--- config.mk ---
export PLATFORM = sky130hd
export DESIGN_NAME = rtf_timer
export DESIGN_NICKNAME = d
export VERILOG_FILES = /design/src/pkg/rtf_pkg.sv /design/src/verilog/rtf_tick_sel.sv /design/src/verilog/rtf_timer.sv
export SDC_FILE = /design/constraint.sdc
export NUM_CORES = 1
export LEC_CHECK = 0
export BUFFER_PORTS_ARGS = -buffer_cell sky130_fd_sc_hd__buf_4
export CORE_MARGIN = 2
export CORE_UTILIZATION = 47
export CTS_BUF_LIST = sky130_fd_sc_hd__clkbuf_4 sky130_fd_sc_hd__clkbuf_8
export DETAILED_ROUTE_END_ITERATION = 8
export GPL_ROUTABILITY_DRIVEN = 0
export PLACE_DENSITY = 0.78
export RECOVER_POWER = 100
export SLEW_MARGIN = 20
export SYNTH_ARGS = -nofsm -noshare
export SYNTH_HDL_FRONTEND = slang
export SYNTH_SLANG_ARGS = --single-unit
export TNS_END_PERCENT = 20
--- constraint.sdc ---
create_clock -name CLOCK -period 3.22 [get_ports CLOCK]
set_input_delay 0.483 -clock CLOCK [delete_from_list [all_inputs] [get_ports CLOCK]]
set_output_delay 0.483 -clock CLOCK [all_outputs]
set_load 0.005 [all_outputs]
--- src/pkg/rtf_pkg.sv ---
// Purpose: Shared constants and decoders for the 8-bit reload timer with fine mode
// Assumes: APB with 32-bit data; printed offsets are word indices, byte address is four times the index
// Notes:   Each register is one aligned word; narrow data sits in the low bits
package rtf_pkg;

   // Bus geometry
   localparam int unsigned ADDR_W = 18;
   localparam int unsigned DATA_W = 32;

   // Register indices as printed, and their byte addresses
   localparam logic [15:0] IDX_CLK_SEL = 16'h4200;
   localparam logic [15:0] IDX_RELOAD  = 16'h4202;
   localparam logic [15:0] IDX_CTRL    = 16'h4206;
   localparam logic [ADDR_W-1:0] ADR_CLK_SEL = {IDX_CLK_SEL, 2'b00};
   localparam logic [ADDR_W-1:0] ADR_RELOAD  = {IDX_RELOAD, 2'b00};
   localparam logic [ADDR_W-1:0] ADR_CTRL    = {IDX_CTRL, 2'b00};

   // Register select codes
   typedef enum logic [1:0] {
      RTF_SEL_CLK  = 2'b00,
      RTF_SEL_RLD  = 2'b01,
      RTF_SEL_CTL  = 2'b10,
      RTF_SEL_NONE = 2'b11
   } rtf_sel_t;

   // Field positions in the control register, plus clock select and reload widths
   localparam int unsigned CTL_RUN_BIT    = 0;
   localparam int unsigned CTL_PRESET_BIT = 1;
   localparam int unsigned CTL_MODE_BIT   = 4;
   localparam int unsigned CTL_FINE_LSB   = 8;
   localparam int unsigned CTL_FINE_MSB   = 11;
   localparam int unsigned CLK_SEL_MSB    = 3;
   localparam int unsigned RELOAD_MSB     = 7;

   // Prescaler geometry and the reserved clock code
   localparam int unsigned NUM_TICKS    = 15;
   localparam logic [3:0]  CLK_SEL_RSVD = 4'hf;

   // Values after reset
   localparam logic [3:0] RST_CLK_SEL = 4'h0;
   localparam logic [7:0] RST_RELOAD  = 8'h00;
   localparam logic [7:0] RST_COUNT   = 8'h00;
   localparam logic [3:0] RST_FINE    = 4'h0;
   localparam logic       RST_MODE    = 1'b0;
   localparam logic       RST_RUN     = 1'b0;
   localparam logic [3:0] RST_UF_IDX  = 4'h0;

   // Count modes
   localparam logic MODE_REPEAT  = 1'b0;
   localparam logic MODE_ONESHOT = 1'b1;

   // Address decode, shared by read and write paths
   function automatic rtf_sel_t rtf_decode(input logic [ADDR_W-1:0] addr);
      rtf_sel_t s;
      s = RTF_SEL_NONE;
      if (addr == ADR_CLK_SEL) begin
         s = RTF_SEL_CLK;
      end else if (addr == ADR_RELOAD) begin
         s = RTF_SEL_RLD;
      end else if (addr == ADR_CTRL) begin
         s = RTF_SEL_CTL;
      end
      return s;
   endfunction : rtf_decode

   // Position of an underflow (0 = first of 16) in the cumulative delay order; 0 means never
   function automatic logic [3:0] rtf_rank(input logic [3:0] idx);
      logic [3:0] k;
      k = 4'h0;
      case (idx)
         4'hf:    k = 4'h1;
         4'h7:    k = 4'h2;
         4'hb:    k = 4'h3;
         4'h3:    k = 4'h4;
         4'hd:    k = 4'h5;
         4'h5:    k = 4'h6;
         4'h9:    k = 4'h7;
         4'h1:    k = 4'h8;
         4'he:    k = 4'h9;
         4'h6:    k = 4'ha;
         4'ha:    k = 4'hb;
         4'h2:    k = 4'hc;
         4'hc:    k = 4'hd;
         4'h4:    k = 4'he;
         4'h8:    k = 4'hf;
         default: k = 4'h0;
      endcase
      return k;
   endfunction : rtf_rank

   // True when this underflow is deferred by one count clock under the given pattern
   function automatic logic rtf_delayed(input logic [3:0] idx, input logic [3:0] fine);
      logic [3:0] k;
      k = rtf_rank(idx);
      return (k != 4'h0) && (k <= fine);
   endfunction : rtf_delayed

endpackage : rtf_pkg

--- src/verilog/rtf_tick_sel.sv ---
// Purpose: Picks the count-clock enable from the prescaler tick strobes
// Assumes: Tick strobes are one-cycle enables made on the same clock
// Notes:   The reserved code yields no tick, so a timer left on it never counts
`timescale 1ns/100ps
module rtf_tick_sel
   import rtf_pkg::*;
(
   // Prescaler strobes, bit n is the clock divided by 2^n
   input  wire logic [rtf_pkg::NUM_TICKS-1:0] ticks,
   // Selection
   input  wire logic [3:0]                    sel,
   // Chosen enable
   output logic                               tick
);

   // Plain multiplexer, reserved code blocked
   always_comb begin
      tick = 1'b0;
      if (sel != CLK_SEL_RSVD) begin
         tick = ticks[sel];
      end
   end

endmodule : rtf_tick_sel

--- src/verilog/rtf_timer.sv ---
// Purpose: 8-bit presettable reload down timer with repeat, one-shot and fine baud modes
// Assumes: APB slave, one clock; prescaler strobes arrive on the same clock
// Notes:   Underflow pulse feeds both the serial port and the interrupt controller
//
// Function
// Repeat mode reloads at every underflow and keeps counting until run is cleared.
// One-shot mode reloads at underflow then stops by itself.
// Software changes the count mode only while stopped.
// Count clock is prescaler output two to the n; code 0xf reserved; default 0.
// Software runs the prescaler first and changes clock select only while stopped.
// Reload value is copied into the counter on preset and on underflow.
// Without delays the underflow period is reload plus one count clocks.
// Writing one to the preset bit loads the reload value.
// Writing one to run starts counting from whatever the counter holds.
// Underflow gives a pulse, a reload and an interrupt request together.
// Writing zero to run halts; the counter holds its value.
// Preset while running reloads without stopping.
// Underflow pulses go to the serial port which divides by sixteen.
// Bit rate is count clock over reload plus one times sixteen plus pattern.
// Fine pattern in control bits 11 to 8 picks delayed underflows of sixteen.
// Each delay adds exactly one count clock, interrupt delayed alike.
// Pattern n delays underflows in fixed cumulative order; underflow one never.
// Fine pattern resets to zero, which inserts no delays.
// Software sets mode, clock, reload, preset and interrupt before writing run.
// Counter decrements on each tick while running; zero on a tick is underflow.
`timescale 1ns/100ps
module rtf_timer
   import rtf_pkg::*;
(
   // Clock, reset, enable
   input  wire logic                        CLOCK,
   input  wire logic                        RST,
   input  wire logic                        CE,
   // APB slave
   input  wire logic                        PSEL,
   input  wire logic                        PENABLE,
   input  wire logic                        PWRITE,
   input  wire logic [rtf_pkg::ADDR_W-1:0]  PADDR,
   input  wire logic [rtf_pkg::DATA_W-1:0]  PWDATA,
   output logic      [rtf_pkg::DATA_W-1:0]  PRDATA,
   output logic                             PREADY,
   output logic                             PSLVERR,
   // Prescaler strobes
   input  wire logic [rtf_pkg::NUM_TICKS-1:0] PRESCALE_TICKS,
   // Underflow outputs and run state
   output logic                             UART_CLK_PULSE,
   output logic                             IRQ_REQ,
   output logic                             RUNNING
);

   // All state of the block
   typedef struct packed {
      logic [DATA_W-1:0] prdata;
      logic              pready;
      logic              pslverr;
      logic [3:0]        clk_sel;
      logic [7:0]        reload;
      logic [3:0]        fine;
      logic              mode;
      logic              run;
      logic [7:0]        cnt;
      logic              stall;
      logic [3:0]        uf_idx;
      logic              uf_pulse;
   } rtf_state_t;

   rtf_state_t st_r;
   rtf_state_t st_nxt;
   logic       tick;
   logic       acc;
   logic       wr;
   rtf_sel_t   sel_setup;
   rtf_sel_t   sel_acc;
   logic       preset_wr;

   // Count-clock selection
   rtf_tick_sel u_tick_sel (
      .ticks (PRESCALE_TICKS),
      .sel   (st_r.clk_sel),
      .tick  (tick)
   );

   // Bus phase decode; access completes only while ready is high
   assign acc       = PSEL && PENABLE && st_r.pready;
   assign wr        = acc && PWRITE;
   assign sel_setup = rtf_decode(PADDR);
   assign sel_acc   = rtf_decode(PADDR);
   assign preset_wr = wr && (sel_acc == RTF_SEL_CTL) && PWDATA[CTL_PRESET_BIT];

   // Next state: counting first, bus writes override the fields they touch
   always_comb begin
      st_nxt          = st_r;
      st_nxt.uf_pulse = 1'b0;
      st_nxt.pready   = 1'b0;
      st_nxt.pslverr  = 1'b0;

      // Counting only on a selected tick while running
      if (st_r.run && tick) begin
         if (st_r.stall) begin
            // Deferred underflow released one count clock late
            st_nxt.stall    = 1'b0;
            st_nxt.uf_pulse = 1'b1;
            st_nxt.cnt      = st_r.reload;
            st_nxt.uf_idx   = st_r.uf_idx + 4'h1;
            if (st_r.mode == MODE_ONESHOT) begin
               st_nxt.run = 1'b0;
            end
         end else if (st_r.cnt == 8'h00) begin
            if (rtf_delayed(st_r.uf_idx, st_r.fine)) begin
               // Hold at zero for one extra count clock
               st_nxt.stall = 1'b1;  // see
            end else begin
               st_nxt.uf_pulse = 1'b1;  // see
               st_nxt.cnt      = st_r.reload;  // see see
               st_nxt.uf_idx   = st_r.uf_idx + 4'h1;
               if (st_r.mode == MODE_ONESHOT) begin
                  st_nxt.run = 1'b0;
               end
            end
         end else begin
            st_nxt.cnt = st_r.cnt - 8'h01;
         end
      end

      // Setup cycle: answer is prepared so ready is high in the first access cycle
      if (PSEL && !PENABLE) begin
         st_nxt.pready  = 1'b1;
         st_nxt.pslverr = (sel_setup == RTF_SEL_NONE);
         st_nxt.prdata  = '0;
         unique case (sel_setup)
            RTF_SEL_CLK: st_nxt.prdata[CLK_SEL_MSB:0] = st_r.clk_sel;
            RTF_SEL_RLD: st_nxt.prdata[RELOAD_MSB:0]  = st_r.reload;
            RTF_SEL_CTL: begin
               // Preset bit always reads zero; run shows the live state
               st_nxt.prdata[CTL_FINE_MSB:CTL_FINE_LSB] = st_r.fine;
               st_nxt.prdata[CTL_MODE_BIT]              = st_r.mode;
               st_nxt.prdata[CTL_RUN_BIT]               = st_r.run;
            end
            RTF_SEL_NONE: st_nxt.prdata = '0;
         endcase
      end

      // Writes take effect at the completing access edge
      if (wr) begin
         unique case (sel_acc)
            RTF_SEL_CLK: st_nxt.clk_sel = PWDATA[CLK_SEL_MSB:0];
            RTF_SEL_RLD: st_nxt.reload  = PWDATA[RELOAD_MSB:0];
            RTF_SEL_CTL: begin
               st_nxt.fine = PWDATA[CTL_FINE_MSB:CTL_FINE_LSB];
               st_nxt.mode = PWDATA[CTL_MODE_BIT];
               st_nxt.run  = PWDATA[CTL_RUN_BIT];  // see
            end
            RTF_SEL_NONE: st_nxt.run = st_r.run;
         endcase
      end

      // Preset beats counting and restarts the fine pattern; run is left as written
      if (preset_wr) begin
         st_nxt.cnt      = st_r.reload;  // see
         st_nxt.stall    = 1'b0;
         st_nxt.uf_idx   = RST_UF_IDX;
         st_nxt.uf_pulse = 1'b0;
      end
   end

   // State register; enable low freezes everything, pulses included
   always_ff @(posedge CLOCK) begin
      if (RST) begin
         st_r          <= '0;
         st_r.clk_sel  <= RST_CLK_SEL;
         st_r.reload   <= RST_RELOAD;
         st_r.fine     <= RST_FINE;
         st_r.mode     <= RST_MODE;
         st_r.run      <= RST_RUN;
         st_r.cnt      <= RST_COUNT;
         st_r.uf_idx   <= RST_UF_IDX;
      end else if (CE) begin
         st_r <= st_nxt;
      end
   end

   // Outputs straight from the state register
   assign PRDATA         = st_r.prdata;
   assign PREADY         = st_r.pready;
   assign PSLVERR        = st_r.pslverr;
   assign UART_CLK_PULSE = st_r.uf_pulse;  // see
   assign IRQ_REQ        = st_r.uf_pulse;
   assign RUNNING        = st_r.run;

   // Checks on the counting engine and the bus interface

   property p_oneshot_stop;
      @(posedge CLOCK) disable iff (RST)
      $past(CE) && $past(st_nxt.uf_pulse) && $past(st_r.mode) && !$past(wr) |-> !st_r.run;
   endproperty
   a_oneshot_stop: assert property (p_oneshot_stop)
      else $error("one-shot timer still running after underflow");

   property p_repeat_keeps_run;
      @(posedge CLOCK) disable iff (RST)
      $past(CE) && $past(st_nxt.uf_pulse) && !$past(st_r.mode) && !$past(wr) |-> st_r.run;
   endproperty
   a_repeat_keeps_run: assert property (p_repeat_keeps_run)
      else $error("repeat timer stopped at underflow");

   property p_reload_on_uf;
      @(posedge CLOCK) disable iff (RST)
      $past(CE) && st_r.uf_pulse && !$past(preset_wr) |-> st_r.cnt == $past(st_r.reload);
   endproperty
   a_reload_on_uf: assert property (p_reload_on_uf)
      else $error("counter not reloaded at underflow");

   property p_decrement;
      @(posedge CLOCK) disable iff (RST)
      $past(CE) && $past(st_r.run) && $past(tick) && $past(st_r.cnt) != 8'h00 && !$past(preset_wr)
      |-> st_r.cnt == $past(st_r.cnt) - 8'h01;
   endproperty
   a_decrement: assert property (p_decrement)
      else $error("counter did not step down on a tick");

   property p_stop_hold;
      @(posedge CLOCK) disable iff (RST)
      !st_r.run && !preset_wr |=> $stable(st_r.cnt);
   endproperty
   a_stop_hold: assert property (p_stop_hold)
      else $error("stopped counter changed");

   property p_preset_run;
      @(posedge CLOCK) disable iff (RST)
      CE && preset_wr && PWDATA[CTL_RUN_BIT] |=> st_r.run && st_r.cnt == $past(st_r.reload);
   endproperty
   a_preset_run: assert property (p_preset_run)
      else $error("preset while running did not reload and keep running");

   property p_first_never_delayed;
      @(posedge CLOCK) disable iff (RST)
      st_r.stall |-> st_r.uf_idx != 4'h0 && st_r.cnt == 8'h00;
   endproperty
   a_first_never_delayed: assert property (p_first_never_delayed)
      else $error("first underflow of the group was delayed");

   property p_no_fine_no_stall;
      @(posedge CLOCK) disable iff (RST)
      $past(st_r.fine) == 4'h0 && !$past(st_r.stall) |-> !st_r.stall;
   endproperty
   a_no_fine_no_stall: assert property (p_no_fine_no_stall)
      else $error("delay inserted with fine pattern zero");

   property p_stall_one_tick;
      @(posedge CLOCK) disable iff (RST)
      CE && st_r.stall && st_r.run && tick && !preset_wr |=> st_r.uf_pulse && !st_r.stall;
   endproperty
   a_stall_one_tick: assert property (p_stall_one_tick)
      else $error("deferred underflow not released on the next tick");

   property p_rsvd_no_tick;
      @(posedge CLOCK) disable iff (RST)
      st_r.clk_sel == CLK_SEL_RSVD |-> !tick;
   endproperty
   a_rsvd_no_tick: assert property (p_rsvd_no_tick)
      else $error("count tick taken on the reserved clock code");

   property p_tick_select;
      @(posedge CLOCK) disable iff (RST)
      st_r.clk_sel != CLK_SEL_RSVD |-> tick == PRESCALE_TICKS[st_r.clk_sel];
   endproperty
   a_tick_select: assert property (p_tick_select)
      else $error("count tick does not follow the selected strobe");

   property p_preset_load;
      @(posedge CLOCK) disable iff (RST)
      CE && preset_wr |=> st_r.cnt == $past(st_r.reload) && !st_r.uf_pulse && !st_r.stall;
   endproperty
   a_preset_load: assert property (p_preset_load)
      else $error("preset did not load the reload value");

   property p_run_written;
      @(posedge CLOCK) disable iff (RST)
      CE && wr && sel_acc == RTF_SEL_CTL |=> st_r.run == $past(PWDATA[CTL_RUN_BIT]);
   endproperty
   a_run_written: assert property (p_run_written)
      else $error("run state differs from the written bit");

   property p_fine_written;
      @(posedge CLOCK) disable iff (RST)
      CE && wr && sel_acc == RTF_SEL_CTL
      |=> st_r.fine == $past(PWDATA[CTL_FINE_MSB:CTL_FINE_LSB]) && st_r.mode == $past(PWDATA[CTL_MODE_BIT]);
   endproperty
   a_fine_written: assert property (p_fine_written)
      else $error("fine pattern or mode differs from the written field");

   property p_uf_from_zero;
      @(posedge CLOCK) disable iff (RST)
      $past(CE) && st_r.uf_pulse |-> $past(st_r.run) && $past(tick) && $past(st_r.cnt) == 8'h00;
   endproperty
   a_uf_from_zero: assert property (p_uf_from_zero)
      else $error("underflow pulse without a tick at zero");

   property p_hold_no_tick;
      @(posedge CLOCK) disable iff (RST)
      CE && !tick && !preset_wr |=> $stable(st_r.cnt) && !st_r.uf_pulse;
   endproperty
   a_hold_no_tick: assert property (p_hold_no_tick)
      else $error("counter moved without a tick");

   property p_idx_advance;
      @(posedge CLOCK) disable iff (RST)
      $past(CE) && st_r.uf_pulse |-> st_r.uf_idx == $past(st_r.uf_idx) + 4'h1;
   endproperty
   a_idx_advance: assert property (p_idx_advance)
      else $error("underflow index did not advance with the pulse");

   // Underflow sixteen is the first to be deferred by any nonzero pattern
   property p_delay_taken;
      @(posedge CLOCK) disable iff (RST)
      CE && st_r.run && tick && !st_r.stall && st_r.cnt == 8'h00 && !preset_wr
      && st_r.uf_idx == 4'hf && st_r.fine != 4'h0 |=> st_r.stall && !st_r.uf_pulse;
   endproperty
   a_delay_taken: assert property (p_delay_taken)
      else $error("last underflow of the group not deferred");

   property p_pready_one;
      @(posedge CLOCK) disable iff (RST)
      CE && st_r.pready && !(PSEL && !PENABLE) |=> !st_r.pready;
   endproperty
   a_pready_one: assert property (p_pready_one)  // Bus answer stands one cycle
      else $error("bus ready held longer than one cycle");

   property p_mapped_ok;
      @(posedge CLOCK) disable iff (RST)
      CE && PSEL && !PENABLE && (PADDR == ADR_CLK_SEL || PADDR == ADR_RELOAD || PADDR == ADR_CTRL)
      |=> st_r.pready && !st_r.pslverr;
   endproperty
   a_mapped_ok: assert property (p_mapped_ok)  // Mapped words answer cleanly
      else $error("mapped register answered with an error");

   property p_rsvd_read_zero;
      @(posedge CLOCK) disable iff (RST)
      st_r.pready |-> st_r.prdata[DATA_W-1:CTL_FINE_MSB+1] == '0;
   endproperty
   a_rsvd_read_zero: assert property (p_rsvd_read_zero)  // Reserved bits read zero
      else $error("reserved read bits not zero");

   // Main scenarios
   c_repeat_uf:  cover property (@(posedge CLOCK) disable iff (RST) st_r.uf_pulse && !st_r.mode);
   c_oneshot:    cover property (@(posedge CLOCK) disable iff (RST) st_r.uf_pulse && st_r.mode);
   c_fine_stall: cover property (@(posedge CLOCK) disable iff (RST) st_r.stall ##[1:300] st_r.uf_pulse);
   c_preset_run: cover property (@(posedge CLOCK) disable iff (RST) preset_wr && st_r.run);

endmodule : rtf_timer

==> summary.md <==
| Metric | Value |
|---|---|
| Status | completed |
| Clock transition at path regs | 0.09 ns |
| DP HPWL | 5341 µm |
| Fin. Hold Viols | 0 |
| Placed Instances | 488 |
| Grt ovf | 0 |
| Mapped Avg Cell Area | 8.146 µm² |
| Ys flop type | dfxtp_1 |
| Final #Nets | 500 |
| Crit Path Max Fanout | 6 |
| Tot Pwr | 1.270 mW |
| Crit path arrival time | 3.11 ns |
| Register area share after synthesis | 33.39% |
| R2R Path Start | st_r[6] |
| CTS Buffer Depth | 2 |
| Port-buffer cells | 67 |
| Final Setup Violations | 0 |
| Netlist cell types | 54 |
| FP Rows | 29 |
| Fraction of registers with async set/reset | 0% |
| Final worst path period share | 90.55% |
| Setup slack after layout | 0.3042 ns |
| Pins Over Slew Limit | 0 |
| Max Cap Viol | 0 |
| Post-Synthesis Cells | 368 |
| Synth top area share | 33.39% |
| Final wirelength | 7008 µm |
| Pwr dens | 362.3 mW/mm² |
| Die width | 83.87 µm |
| Crit path max-delay cell type | nor4_1 |
| Stages on worst setup path | 14 |
| First-pass iteration count of the detailed router | 5 |
| Clock Latency Late Sink | 0.30 ns |
| Pin count of the biggest net entering global routing | 50 |
| Highest clock rate | 0.3430 GHz |
| Yosys synthesis warning count | 0 |
| CP required | 3.42 ns |
| # DRC | 0 |
| Crit-path cells | clkbuf_4 > nor4_1 > nand4_1 > nand2b_1 > inv_1 > ha_1 > nand3_1 > nor2_1 > and2_1 > nor3_1 > and3_1 > or2_0 > o21bai_2 > a22o_1 |
| Initial antenna violation count | 0 |
| Slowest cell delay on critical path | 0.33 ns |
| Most instantiated cells after synthesis | dfxtp_1, nor2_1, buf_4 |
| Clock sinks | 50 |
| CP bufs+invs | 2 |
| CTS tree | yes |
| Layout cells sized above 1 | 21.96% |
| Flop-to-flop setup slack | 0.38 ns |
| Vias | 2703 |
| Post-CTS sizing | 0 |
| Worst-margin pin slew | 0.9608 ns |
| Setup slack at placement | 0.09454 ns |
| Crit path max-delay family | simple AND/OR/NAND/NOR gates |
| Post-route core utilization | 56.17% |
| Mapped cell area | 0.002998 mm² |
| Worst Hold Class | in -> reg |
| Core ar. | 0.006241 mm² |
| Via/cell ratio | 5.450 |
| Post-CTS Setup Bufs | 0 |
| Crit. End Element | flip-flop |
| Hold-fix buffers, CTS | 0 |
| Die area | 0.007033 mm² |
| #FFs+latches synth | 50 |
| Largest area contributor in the netlist | dfxtp_1 |
| H-tree depth | 2 |
| Combined global-route utilization of all metal layers | 19.82% |
| Critical setup path kind | in -> reg |
| Post-synth EDFFs | 0 |
| Starting Density | 48.04% |
| Layout Area Growth over Synthesis | 16.94% |
| Leakage power | 1.509 nW |
| Fin crit period | 2.916 ns |
| Unrepaired setup endpoints after global routing | no |
| Clk Tree Root Cell | clkbuf_8 |
| Fill cell count | 583 |
| Antenna-violating nets left | 0 |
| CP startpoint kind | primary input |
| Wire length per cell | 14.13 µm |
| Reg2Reg Depth | 11 |
| Hold endpoint | st_r[26] |
| Synth top area cells | dfxtp_1, buf_4, mux2i_1, nor2_1, a21oi_1 |
| Final TNS setup | 0 ns |
| Vias in the first global route | 2533 |
| Iter 0 DRT Violations | 219 |
| Final non-filler cell total | 496 |
| Diode count | 0 |
| Number of CTS-inserted buffers | 5 |
| Ports | 108 |
| Setup Skew | 0.004169 ns |
| First-pass GRT wire length | 11720 µm |
| Hold Path Stages | 3 |
| HP Start | PWDATA[6] |
| Chip height | 83.87 µm |
| Relative slew margins | 35.71% |
| Worst VDD drop | 0.2658 mV |
==> kinds of logic (layout without fill, tap and decap cells) <==
logic type | count (synthesis) | after routing | share of synthesized area [%]
and+or+nand+nor | 141 | 141 | 23.41
other | 1 | 20 | 0.1251
DFF | 50 | 50 | 33.39
adders and majority gates | 11 | 11 | 4.591
xor gates and xnor gates | 5 | 5 | 1.461
buffers and inverters | 62 | 94 | 12.19
muxes | 24 | 24 | 8.431
AOI/OAI and AO/OA | 74 | 74 | 16.40
==> layer usage <==
layer  global-route usage, %  vias up  part of all wire [%]
met2                   35.05       81                    51
met1                   25.45     1272                    43
met5                       0        -                     0
li1                        -     1340                     -
met4                   5.132        0                   1.3
met3                   2.572       10                   4.6
==> area by class of cell <==
| class | instances | area, µm² | share of cell area [%] |
|---|---|---|---|
| Multi-Input combinational cell | 275 | 1702 | 48.54 |
| Sequential cell | 50 | 1001 | 28.55 |
| Timing Repair Buffer | 74 | 548.0 | 15.63 |
| Tap cell | 77 | 96.34 | 2.748 |
| Clock buffer | 7 | 83.83 | 2.391 |
| Inverter | 12 | 45.04 | 1.285 |
| Clock inverter | 1 | 30.03 | 0.8565 |
==> where the power goes <==
group	internal [mW]	total (mW)	switching (mW)
clock	0.250	0.458	0.208
sequential	0.626	0.635	0.00889
combinational	0.0874	0.178	0.0904
==> sequential cells by signal (all words and copies together), names as in the netlist, named ones only <==
register / flops
PREADY: 1
IRQ_REQ: 1
st_r: 30
PSLVERR: 1
PRDATA: 12
RUNNING: 1
==> layout by cell type (no fill, tap or decap), types with 2 or more instances in the layout <==
cell and count:
or2_2 2, and2_1 4, ha_1 11, o211ai_1 2, and3_1 3, clkbuf_1 2
o21ai_0 12, o31ai_1 2, nor2_1 50, xnor2_1 5, a22oi_1 5, conb_1 20
nor4_1 4, nand4_1 3, buf_4 54, nand2_1 28, or2_0 2, a31oi_1 3
dfxtp_1 50, a21oi_1 28, nand3b_1 3, inv_1 12, nor4b_1 4, clkbuf_4 20
mux2i_1 23, clkbuf_8 5, nor3_1 10, nand3_1 18, a221oi_1 3, a211oi_1 7
==> how the worst max path moves through the flow <==
| stage | start | endpoint | slack, ns |
|---|---|---|---|
| 4_1_cts | PADDR[0] | flip-flop | 0.36 |
| 5_1_grt | PADDR[0] | st_r[7] | 0.08 |
| 3_3_place_gp | PADDR[8] | flip-flop | 0.19 |
| 2_1_floorplan | PADDR[8] | flip-flop | 0.14 |
| 3_5_place_dp | PADDR[0] | flip-flop | 0.09 |
| 6_report | PADDR[0] | flip-flop | 0.30 |
==> per-stage QoR <==
step / cell area (µm²) / hold slack (ns)
6_report: 3506 / 0.4164
3_3_place_gp: 3401 / 0.4439
5_1_grt: 3506 / 0.4333
3_5_place_dp: 3401 / 0.4470
4_1_cts: 3515 / 0.4149
2_1_floorplan: 3069 / 0.4323
==> worst register-to-register path, stage by stage, from the launching register on <==
cell      delay (ns)
dfxtp_1         0.35
inv_1           0.06
ha_1            0.20
or4b_4          0.52
nor4_4          0.21
a21boi_2        0.13
a211oi_4        0.26
buf_4           0.19
and3_1          0.17
or2_0           0.30
nand2_1         0.11
a22o_1          0.24
No activity file was read; power rests on OpenSTA's default activity.
